File: config.mk
export PLATFORM = sky130hd
export DESIGN_NAME = ufc_core
export DESIGN_NICKNAME = d
export VERILOG_FILES = /design/src/ufc_pkg.sv /design/src/ufc_core.sv
export SDC_FILE = /design/constraint.sdc
export NUM_CORES = 1
export LEC_CHECK = 0
export CELL_PAD_IN_SITES_DETAIL_PLACEMENT = 0
export CELL_PAD_IN_SITES_GLOBAL_PLACEMENT = 2
export CORE_ASPECT_RATIO = 1.75
export CORE_MARGIN = 5
export CORE_UTILIZATION = 37
export DETAILED_ROUTE_END_ITERATION = 8
export DONT_BUFFER_PORTS = 1
export MAX_ROUTING_LAYER = met4
export PLACE_DENSITY_LB_ADDON = 0.1
export SYNTH_ARGS = -nofsm -noshare
export SYNTH_HDL_FRONTEND = slang
export SYNTH_SLANG_ARGS = --single-unit
export TNS_END_PERCENT = 10
File: constraint.sdc
create_clock -name clk_i -period 1.45 [get_ports clk_i]
set_clock_uncertainty 0.05 [all_clocks]
set_input_delay 0 -clock clk_i [delete_from_list [all_inputs] [get_ports clk_i]]
set_output_delay 0 -clock clk_i [all_outputs]
set_load 0.02 [all_outputs]
File: src/ufc_pkg.sv
// Package for the UART flow-control and packet-end option block.
// Assumes a single bus clock; register indices are word offsets on the slave port.
package ufc_pkg;
  // Register word offsets.
  localparam logic [2:0] ADDR_RXDATA = 3'h0;
  localparam logic [2:0] ADDR_TXDATA = 3'h1;
  localparam logic [2:0] ADDR_STATUS = 3'h2;
  localparam logic [2:0] ADDR_CONTROL = 3'h3;
  localparam logic [2:0] ADDR_PACKET_END = 3'h5;
  // Status bit positions.
  localparam int ST_PE = 0;
  localparam int ST_FE = 1;
  localparam int ST_BRK = 2;
  localparam int ST_ROE = 3;
  localparam int ST_RRDY = 7;
  localparam int ST_E = 8;
  localparam int ST_DCTS = 10;
  localparam int ST_CTS = 11;
  localparam int ST_EOP = 12;
  // Control bit positions.
  localparam int CT_IDCTS = 10;
  localparam int CT_RTS = 11;
  localparam int CT_PACKET_END_IRQ_ENABLE = 12;
  // Reset values.
  localparam logic [8:0] PACKET_END_RESET = 9'h000;
  localparam logic [15:0] CONTROL_RESET = 16'h0000;
endpackage : ufc_pkg

File: src/ufc_core.sv
// Flow-control and packet-end register logic of a memory-mapped UART.
// Assumes the receive shifter supplies characters and error pulses on the bus clock.
//
// Overview of operation
// - Optional active-low clear and request pins.
// - Status carries cts level and change.
// - Pins touch only their register bits.
// - Without option those bits read zero.
// - Stream ready and data-available signals.
// - Packet-end register at word five.
// - Packet-end status, enable, sideband signal.
// - Matching received character asserts end-of-packet.
// - Without option packet-end writes ignored.
// - Writing zero to status clears sticky flags.
// - Receive-ready set on character, cleared on read.
`timescale 1ns/10ps
`default_nettype none
module ufc_core #(
  parameter int DATA_BITS = 8,
  parameter bit HAS_FLOW = 1'b1,
  parameter bit HAS_EOP = 1'b1
) (
  input wire logic clk_i,
  input wire logic rst_i,
  input wire logic ce_i,
  input wire logic [2:0] address_i,
  input wire logic chipselect_i,
  input wire logic read_i,
  input wire logic write_i,
  input wire logic [15:0] writedata_i,
  output logic [15:0] readdata_o,
  output logic readyfordata_o,
  output logic dataavailable_o,
  output logic endofpacket_o,
  output logic irq_o,
  input wire logic cts_n_i,
  output logic rts_n_o,
  input wire logic rx_char_valid_i,
  input wire logic [DATA_BITS-1:0] rx_char_i,
  input wire logic rx_frame_err_i,
  input wire logic rx_parity_err_i,
  input wire logic rx_break_i,
  input wire logic tx_ready_i,
  output logic tx_write_o,
  output logic [DATA_BITS-1:0] tx_char_o
);
  // ***************************************
  // Functions.
  // ***************************************
  // Next value of a sticky flag.
  // A new event beats a clear in the same cycle, so no event is ever lost.
  function automatic logic ufc_sticky(input logic set, input logic held, input logic clr);
    ufc_sticky = set || (held && !clr);
  endfunction : ufc_sticky
  // ***************************************
  // Decode.
  // ***************************************
  logic [DATA_BITS-1:0] rx_data;
  logic [DATA_BITS-1:0] packet_end;
  logic [15:0] control;
  logic rrdy;
  logic roe;
  logic fe;
  logic pe;
  logic brk;
  logic dcts;
  logic eop;
  logic cts_s1;
  logic cts_s2;
  logic cts_d;
  wire acc_wr = ce_i && chipselect_i && write_i;
  wire acc_rd = ce_i && chipselect_i && read_i;
  wire wr_status = acc_wr && (address_i == ufc_pkg::ADDR_STATUS);
  wire wr_control = acc_wr && (address_i == ufc_pkg::ADDR_CONTROL);
  wire wr_pe_reg = acc_wr && HAS_EOP && (address_i == ufc_pkg::ADDR_PACKET_END);
  wire wr_tx = acc_wr && (address_i == ufc_pkg::ADDR_TXDATA);
  wire rd_rx = acc_rd && (address_i == ufc_pkg::ADDR_RXDATA);
  wire clr_sticky = wr_status && (writedata_i == 16'h0000);
  wire eop_match = HAS_EOP && rx_char_valid_i && (rx_char_i == packet_end);
  wire cts_edge = HAS_FLOW && (cts_s2 != cts_d);
  // The pin is active low, so the level bit reads one while the pin is low.
  wire cts_level = HAS_FLOW && !cts_s2;
  wire err_any = roe || fe || pe || brk;
  logic [15:0] status;
  always_comb begin
    status = 16'h0000;
    status[ufc_pkg::ST_PE] = pe;
    status[ufc_pkg::ST_FE] = fe;
    status[ufc_pkg::ST_BRK] = brk;
    status[ufc_pkg::ST_ROE] = roe;
    status[ufc_pkg::ST_RRDY] = rrdy;
    status[ufc_pkg::ST_E] = err_any;
    status[ufc_pkg::ST_DCTS] = HAS_FLOW && dcts;
    status[ufc_pkg::ST_CTS] = cts_level;
    status[ufc_pkg::ST_EOP] = HAS_EOP && eop;
  end
  // Read data reloads on every enabled cycle, which is cheaper than a load
  // qualified by the read strobe; a master must take it in the cycle after its read.
  logic [15:0] next_readdata;
  always_comb begin
    next_readdata = 16'h0000;
    if (address_i == ufc_pkg::ADDR_RXDATA) begin
      next_readdata[DATA_BITS-1:0] = rx_data;
    end else if (address_i == ufc_pkg::ADDR_STATUS) begin
      next_readdata = status;
    end else if (address_i == ufc_pkg::ADDR_CONTROL) begin
      next_readdata = control;
    end else if (address_i == ufc_pkg::ADDR_PACKET_END && HAS_EOP) begin
      next_readdata[DATA_BITS-1:0] = packet_end;
    end
  end
  // ***************************************
  // Registers.
  // ***************************************
  // Two-stage pin synchroniser.
  always_ff @(posedge clk_i) begin
    if (rst_i) begin
      // Reset to the idle level of the pin, so no false change follows reset.
      cts_s1 <= 1'b1;
      cts_s2 <= 1'b1;
      cts_d <= 1'b1;
    end else if (ce_i) begin
      cts_s1 <= cts_n_i;
      cts_s2 <= cts_s1;
      cts_d <= cts_s2;
    end
  end
  always_ff @(posedge clk_i) begin
    if (rst_i) begin
      control <= ufc_pkg::CONTROL_RESET;
      packet_end <= ufc_pkg::PACKET_END_RESET[DATA_BITS-1:0];
    end else begin
      if (wr_control) begin
        control <= writedata_i;
        control[ufc_pkg::CT_IDCTS] <= HAS_FLOW && writedata_i[ufc_pkg::CT_IDCTS];
        control[ufc_pkg::CT_RTS] <= HAS_FLOW && writedata_i[ufc_pkg::CT_RTS];
        control[ufc_pkg::CT_PACKET_END_IRQ_ENABLE] <= HAS_EOP && writedata_i[ufc_pkg::CT_PACKET_END_IRQ_ENABLE];
      end
      if (wr_pe_reg) begin
        packet_end <= writedata_i[DATA_BITS-1:0];
      end
    end
  end
  // Set terms win over the zero-write clear so no event is lost.
  always_ff @(posedge clk_i) begin
    if (rst_i) begin
      rrdy <= 1'b0;
      roe <= 1'b0;
      fe <= 1'b0;
      pe <= 1'b0;
      brk <= 1'b0;
      dcts <= 1'b0;
      eop <= 1'b0;
      rx_data <= '0;
    end else if (ce_i) begin
      if (rx_char_valid_i) begin
        rx_data <= rx_char_i;
        rrdy <= 1'b1;
      end else if (rd_rx) begin
        rrdy <= 1'b0;
      end
      // A character landing on an unread one is an overrun.
      roe <= ufc_sticky(rx_char_valid_i && rrdy, roe, clr_sticky);
      fe <= ufc_sticky(rx_frame_err_i, fe, clr_sticky);
      pe <= ufc_sticky(rx_parity_err_i, pe, clr_sticky);
      brk <= ufc_sticky(rx_break_i, brk, clr_sticky);
      dcts <= ufc_sticky(cts_edge, dcts, clr_sticky);
      // Packet-end flag, cleared by rxdata read.
      // Clearing on the data read lets a DMA master end one packet and start the next.
      eop <= ufc_sticky(eop_match, eop, rd_rx || clr_sticky);
    end
  end
  always_ff @(posedge clk_i) begin
    if (rst_i) begin
      readdata_o <= 16'h0000;
      tx_char_o <= '0;
      tx_write_o <= 1'b0;
    end else if (ce_i) begin
      readdata_o <= next_readdata;
      tx_write_o <= wr_tx;
      if (wr_tx) begin
        tx_char_o <= writedata_i[DATA_BITS-1:0];
      end
    end
  end
  // ***************************************
  // Outputs.
  // ***************************************
  // Rts only from its bit.
  // With the option left out the pin parks high, its inactive level.
  assign rts_n_o = !(HAS_FLOW && control[ufc_pkg::CT_RTS]);
  assign readyfordata_o = tx_ready_i;
  assign dataavailable_o = rrdy;
  assign endofpacket_o = HAS_EOP && eop;
  // ***************************************
  // Interrupt.
  // ***************************************
  // Change interrupt term.
  wire irq_cts = dcts && control[ufc_pkg::CT_IDCTS];
  wire irq_eop = eop && control[ufc_pkg::CT_PACKET_END_IRQ_ENABLE];
  // The request is a level and drops as soon as its flag is cleared.
  assign irq_o = irq_cts || irq_eop;
endmodule : ufc_core
`default_nettype wire

==> run metrics, run 1 <==
syn avg cell area=8.822 um2; post-synthesis xor/xnor area fraction=2.683%; Critical Path Max Stage Delay=0.58 ns; gpl congestion=0.8623; distinct cell type count after synthesis=40; placed cells=405; core area=7855 um2; Final ANT Viol Nets=0; hold crit path type=in2reg; Synth top cells by count=dfxtp_1, nand2_1, nor2_1, a21oi_1, mux2i_1; number of max-cap violations=0; CTS tree=yes; root cell of the clock tree=clkbuf_16; ys flop type=dfxtp_1; fin crit share=95.41%; Setup TNS=0 ns; Compound-Gate Fraction of Synth Area=15.72%; largest family of logic cells by synthesized area=simple AND/OR/NAND/NOR gates; clk sinks=67; Die Span Y=127.9 um; Buffers on Ports=0; fin worst setup slack=0.06658 ns; post-CTS setup buffer count=0; Area Growth Syn to Fin=28.45%; minimum clock period=1.383 ns; CP bufs+invs=3; Crit Path Max Fanout=41; DP HPWL=6.128 mm; antenna violations before repair=1; post-synthesis mux area share=7.581%; sequential element share of the synthesized area=45.66%; initial drt markers=112; post-route cell area=3774 um2; RSZ-0062 raised after global routing=false; Final Max Slew Viols=0; wirelength, routed=9.356 mm; FF-to-FF path depth=3; adder-cell area share of the yosys netlist=0%; max_slew headroom=66.10%; post-route insts no fill=469; Pwr Density=1187 nW/um2; drt wl/cell=19.95 um; Fin. Hold Viols=0; Setup-failing EPs final=0; clk buf depth=2; total gr overflow=0; RR Endpoint=tx_write_o$_SDFFE_PP0P_; largest cells by area after synthesis=dfxtp_1, nand2_1, mux2i_1, a21oi_1, nor2_1; DRC viols=0; Die X-Extent=77.36 um; Worst path depth=5; initial core utilization=37.40%; die area=9892 um2; Worst VDD drop=0.7876 mV; cell area after synthesis=2938 um2; CP Launch Type=input pin; first-pass GRT wire length=14.90 mm; worst slew pin tran=0.5068 ns; Synth Register Bits=67; Reg clk slew, reported paths=0.05 ns; Mapped Cells=333; Final Net Count=412; WHS Path Cells=3; largest net degree at the start of global routing=60; Crit Path Class=in2reg; Setup WS pre-CTS=0.1142 ns; status=completed; layout cells sized above 1=12.43%; worst hold slack=0.01391 ns; first drt pass iteration count=4; Leak Pwr=1.427 nW; Skew-Pair Late Insertion Delay=0.33 ns; Ports=69; All-Layer GR Usage=20.36%; Post-synth EDFFs=0; reg2reg start=tx_write_o$_SDFFE_PP0P_; critical path's slowest cell=dlygate4sd3_1; via/cell ratio=5.247; CP top delay family=buffers and inverters; Rows=43; ys async rst share=0%; number of global-route vias before repair=2709; Critical Path RT=1.68 ns; worst hold path startpoint=address_i[1]; flop-to-flop setup slack=0.14 ns; post-synth top area share=45.66%; CP Capture Type=register; Num CTS Buffers=9; sink of the worst hold path=readdata_o[4]$_SDFFE_PP0P_; post-synthesis net count=372; simple-gate portion of the synthesized area=23.13%; YS warnings=0; most common cell in the netlist=dfxtp_1; worst path cell trace=dlygate4sd3_1 > buf_12 > nand2b_1 > a21oi_1 > dlygate4sd3_1; largest area contributor in the netlist=dfxtp_1; Data arrival, critical path=1.61 ns; cell mode on critical path=dlygate4sd3_1; Fmax achieved=722.8 MHz; dpl cell area=2960 um2; DR vias=2461; CTS HTree Levels=3
## worst max path at each step
stage                     from                          to  slack (ns)
2_1_floorplan     address_i[0]    control[10]$_SDFFE_PP0P_        0.33
3_3_place_gp   writedata_i[10]           dcts$_SDFFE_PP0P_        0.14
3_5_place_dp   writedata_i[10]             pe$_SDFFE_PP0P_        0.11
4_1_cts           address_i[0]  readdata_o[4]$_SDFFE_PP0P_        0.07
5_1_grt                   ce_i     tx_write_o$_SDFFE_PP0P_       0.005
6_report                  ce_i     tx_write_o$_SDFFE_PP0P_        0.07
## kinds of logic after synthesis
| group | Yosys count |
|---|---|
| and+or+nand+nor | 144 |
| buffers and inverters | 27 |
| DFF | 67 |
| AOI/OAI and AO/OA | 64 |
| muxes | 22 |
| xor gates and xnor gates | 9 |
## per-stage QoR
stage               util, %  total power, mW
global placement      37.69            2.149
finish                48.04            4.479
detailed placement    37.69            2.152
CTS                   47.91            4.538
global route          48.04            4.653
floorplan                 -            2.177
## layout by cell type (no fill, tap or decap), drive strengths merged, types with 2 or more instances in the layout
cell,count
a21oi,35
a211o,3
mux2,2
nor3,5
dlygate4sd3,45
nand2b,10
nor2b,6
nor3b,4
a21o,3
o21ai,2
xor2,8
o221a,4
mux2i,20
and3b,2
buf,9
nand3,13
and2,3
clkbuf,13
dfxtp,67
a22o,6
a31oi,4
a311oi,3
and4,2
nor2,30
nor4,5
clkinv,3
nand2,61
## metal layers
metal	share of wire (%)	up-vias	GRT usage, %
met2	54	53	35.00
met1	40	1164	21.54
met5	0	-	-
li1	-	1231	-
met4	2.0	0	10.12
met3	4.6	13	4.852
## layout make-up
class                      instances  area [um2]
tap                               90       112.6
clock inverter                     4       48.80
clock buffer                      12       256.5
fill                             806        4081
inverter                           1       3.754
antenna                            1       2.502
timing repair buffer              55       555.5
sequential                        67        1341
multi-input combinational        239        1453
## report_power, final
| group | total [mW] | switching [mW] | internal [mW] |
|---|---|---|---|
| clock network | 2.21 | 0.791 | 1.42 |
| registers | 1.94 | 0.0501 | 1.89 |
| logic | 0.327 | 0.166 | 0.162 |
| total | 4.48 | 1.01 | 3.47 |
## timing repair
item / CTS / global route
hold buffers: 47 / 0
resized for setup: 0 / 4
setup endpoints to repair: 0 / 9
hold endpoints to repair: 68 / 0
## sequential cells by signal, indices dropped and copies added, names as in the netlist, 8 cells and up
register,flops
readdata_o,16
packet_end,8
rx_data,8
control,16
tx_char_o,8
## tightest hold or removal path: cells and delay by family
kind,cells,cell delay (ns)
AND/OR/NAND/NOR,1,0.13
AO/OA/AOI/OAI,2,0.22
No activity file was read; power rests on OpenSTA's default activity.
==> run 2, diff against run 1 <==
CORE_ASPECT_RATIO = not set   (was 1.75)
RECOVER_POWER = 100   (was not set)
SKIP_LAST_GASP = 1   (was not set)
==> run 2 against run 1 <==
Flip-flop and latch count stayed put. Total power decreased by 8.3%. Largest cell class unchanged. Critical path type unchanged. Final cell count increased by 3.2%. Worst setup slack worse by 0.017 ns. Highest routed layer unchanged. Die area is 0.71% lower. Largest power group is now registers. Clock power fell by 17%. Worst hold slack got worse by 0.0034 ns.
==> run metrics, run 2 (same netlist as run 1, synthesis figures left out) <==
status=completed (unchanged); first drt pass iteration count=4 (unchanged); gpl congestion=0.7742 (was 0.8623); Worst path depth=4 (was 5); CTS tree=yes (unchanged); hold crit path type=in2reg (unchanged); drt wl/cell=19.10 um (was 19.95 um); CP Capture Type=register (unchanged); critical path's slowest cell=dlygate4sd3_1 (unchanged); Regs by FF count=control: 16 flops, readdata_o: 16 flops (unchanged); Final ANT Viol Nets=0 (unchanged); All-Layer GR Usage=19.76% (was 20.36%); CP top delay family=buffers and inverters (unchanged); commonest non-fill, non-tap cell in the layout=dfxtp_1 (unchanged); Fin. Hold Viols=0 (unchanged); core area=7727 um2 (was 7855 um2); initial core utilization=38.02% (was 37.40%); Critical Path RT=1.63 ns (was 1.68 ns); fin crit share=96.58% (was 95.41%); number of global-route vias before repair=2576 (was 2709); total gr overflow=0 (unchanged); Die Span Y=99.11 um (was 127.9 um); RR Endpoint=readdata_o[15]$_SDFFE_PP0P_ (was tx_write_o$_SDFFE_PP0P_); first-pass GRT wire length=14.56 mm (was 14.90 mm); Data arrival, critical path=1.58 ns (was 1.61 ns); Ports=69 (unchanged); worst slew pin tran=0.5825 ns (was 0.5068 ns); worst hold path startpoint=address_i[0] (was address_i[1]); die area=9822 um2 (was 9892 um2); CP Launch Type=input pin (unchanged); dpl cell area=2980 um2 (was 2960 um2); reg2reg start=readdata_o[15]$_SDFFE_PP0P_ (was tx_write_o$_SDFFE_PP0P_); Area Growth Syn to Fin=28.28% (was 28.45%); cell mode on critical path=dlygate4sd3_1 (unchanged); max_slew headroom=61.16% (was 66.10%); worst path cell trace=dlygate4sd3_1 > buf_16 > nor2_1 > dlygate4sd3_1 (was dlygate4sd3_1 > buf_12 > nand2b_1 > a21oi_1 > dlygate4sd3_1); Setup WS pre-CTS=0.1520 ns (was 0.1142 ns); DR vias=2538 (was 2461); CTS HTree Levels=3 (unchanged); placed cells=416 (was 405); Die X-Extent=99.11 um (was 77.36 um); largest net degree at the start of global routing=57 (was 60); Critical Path Max Stage Delay=0.63 ns (was 0.58 ns); post-route cell area=3769 um2 (was 3774 um2); Final Max Slew Viols=0 (unchanged); antenna violations before repair=0 (was 1); Setup-failing EPs final=0 (unchanged); Crit Path Class=in2reg (unchanged); most frequent cells in the layout=dfxtp_1, nand2_1, dlygate4sd3_1 (unchanged); Crit Path Max Fanout=56 (was 41); Worst VDD drop=0.4364 mV (was 0.7876 mV); DP HPWL=5.757 mm (was 6.128 mm); RSZ-0062 raised after global routing=true (was false); clk buf depth=2 (unchanged); Rows=32 (was 43); number of max-cap violations=0 (unchanged); fin worst setup slack=0.04956 ns (was 0.06658 ns); initial drt markers=124 (was 112); # diodes=0 (was 1); post-route insts no fill=484 (was 469); Skew-Pair Late Insertion Delay=0.34 ns (was 0.33 ns); DRC viols=0 (unchanged); Reg clk slew, reported paths=0.08 ns (was 0.05 ns); Fmax achieved=714.1 MHz (was 722.8 MHz); total power=4.106 mW (was 4.479 mW); wirelength, routed=9.244 mm (was 9.356 mm); flop-to-flop setup slack=0.12 ns (was 0.14 ns); CP bufs+invs=3 (unchanged); FF-to-FF path depth=3 (unchanged); clk sinks=67 (unchanged); Final Net Count=416 (was 412); root cell of the clock tree=clkbuf_8 (was clkbuf_16); Num CTS Buffers=9 (unchanged); fin util=48.77% (was 48.04%); post-CTS setup buffer count=0 (unchanged); WHS Path Cells=2 (was 3); minimum clock period=1.400 ns (was 1.383 ns); via/cell ratio=5.244 (was 5.247); Leak Pwr=1.434 nW (was 1.427 nW); Pwr Density=1090 nW/um2 (was 1187 nW/um2); sink of the worst hold path=readdata_o[0]$_SDFFE_PP0P_ (was readdata_o[4]$_SDFFE_PP0P_); Buffers on Ports=0 (unchanged); layout cells sized above 1=12.04% (was 12.43%)
==> run 2: changes by cell type in the layout (fill, tap and decap cells not counted), moves of 2 or more <==
cell,before,now
dlygate4sd3_1,45,49
buf_4,8,6
clkinv_2,2,0
clkbuf_8,2,11
clkbuf_16,10,0
clkinvlp_4,0,2
==> run 2: per-layer routing <==
layer / part of all wire, % / global-route usage, % / vias up / wire length [um]
li1: - / - / 1242 / -
met1: 49 / 27.13 / 1218 / 4511
met2: 43 / 29.08 / 69 / 4008
met3: 6.8 / 4.839 / 9 / 630
met4: 1.0 / 5.252 / 0 / 93
met5: 0 / - / - / 0
==> run 2: how the worst max path moves through the flow <==
stage | from | to | slack, ns
finish | rst_i | packet_end[2]$_SDFFE_PP0P_ | 0.05
global route | ce_i | readdata_o[15]$_SDFFE_PP0P_ | -0.008
CTS | address_i[0] | readdata_o[6]$_SDFFE_PP0P_ | 0.007
detailed placement | writedata_i[10] | pe$_SDFFE_PP0P_ | 0.15
global placement | writedata_i[10] | dcts$_SDFFE_PP0P_ | 0.15
floorplan | address_i[0] | control[10]$_SDFFE_PP0P_ | 0.33
==> run 2: per-stage QoR <==
step | hold slack (ns) | setup TNS, ns
after global placement | -0.04976 | 0
after floorplan | 0.06259 | 0
after CTS | 0.002339 | 0
after detailed placement | -0.04976 | 0
after global routing | 0.04162 | -0.007723
final | 0.01050 | 0
==> run 2: final cells by class <==
cell class	count	area, um2
fill	783	3959
clock buffer	11	151.4
clock inverter	5	83.83
timing repair buffer	59	615.6
inverter	1	3.754
sequential	67	1341
multi-input combinational	239	1445
tap	102	127.6
==> run 2: repair_timing <==
item,4_1_cts,5_1_grt
endpoints found under the hold margin,68,0
gates resized for setup,0,2
hold buffers,52,0
setup endpoints to repair,0,5
==> run 2: power breakdown <==
| part | internal [mW] | total [mW] | switching (mW) |
|---|---|---|---|
| Combinational | 0.169 | 0.337 | 0.167 |
| Sequential | 1.89 | 1.94 | 0.0496 |
| Clock | 1.07 | 1.83 | 0.765 |
| Total | 3.12 | 4.11 | 0.982 |
==> run 2: worst reg2reg max path, cell delays in order, from the launching register on <==
cell and delay (ns):
dfxtp_1 0.46, nand2b_1 0.10, a21oi_1 0.13, dlygate4sd3_1 0.55
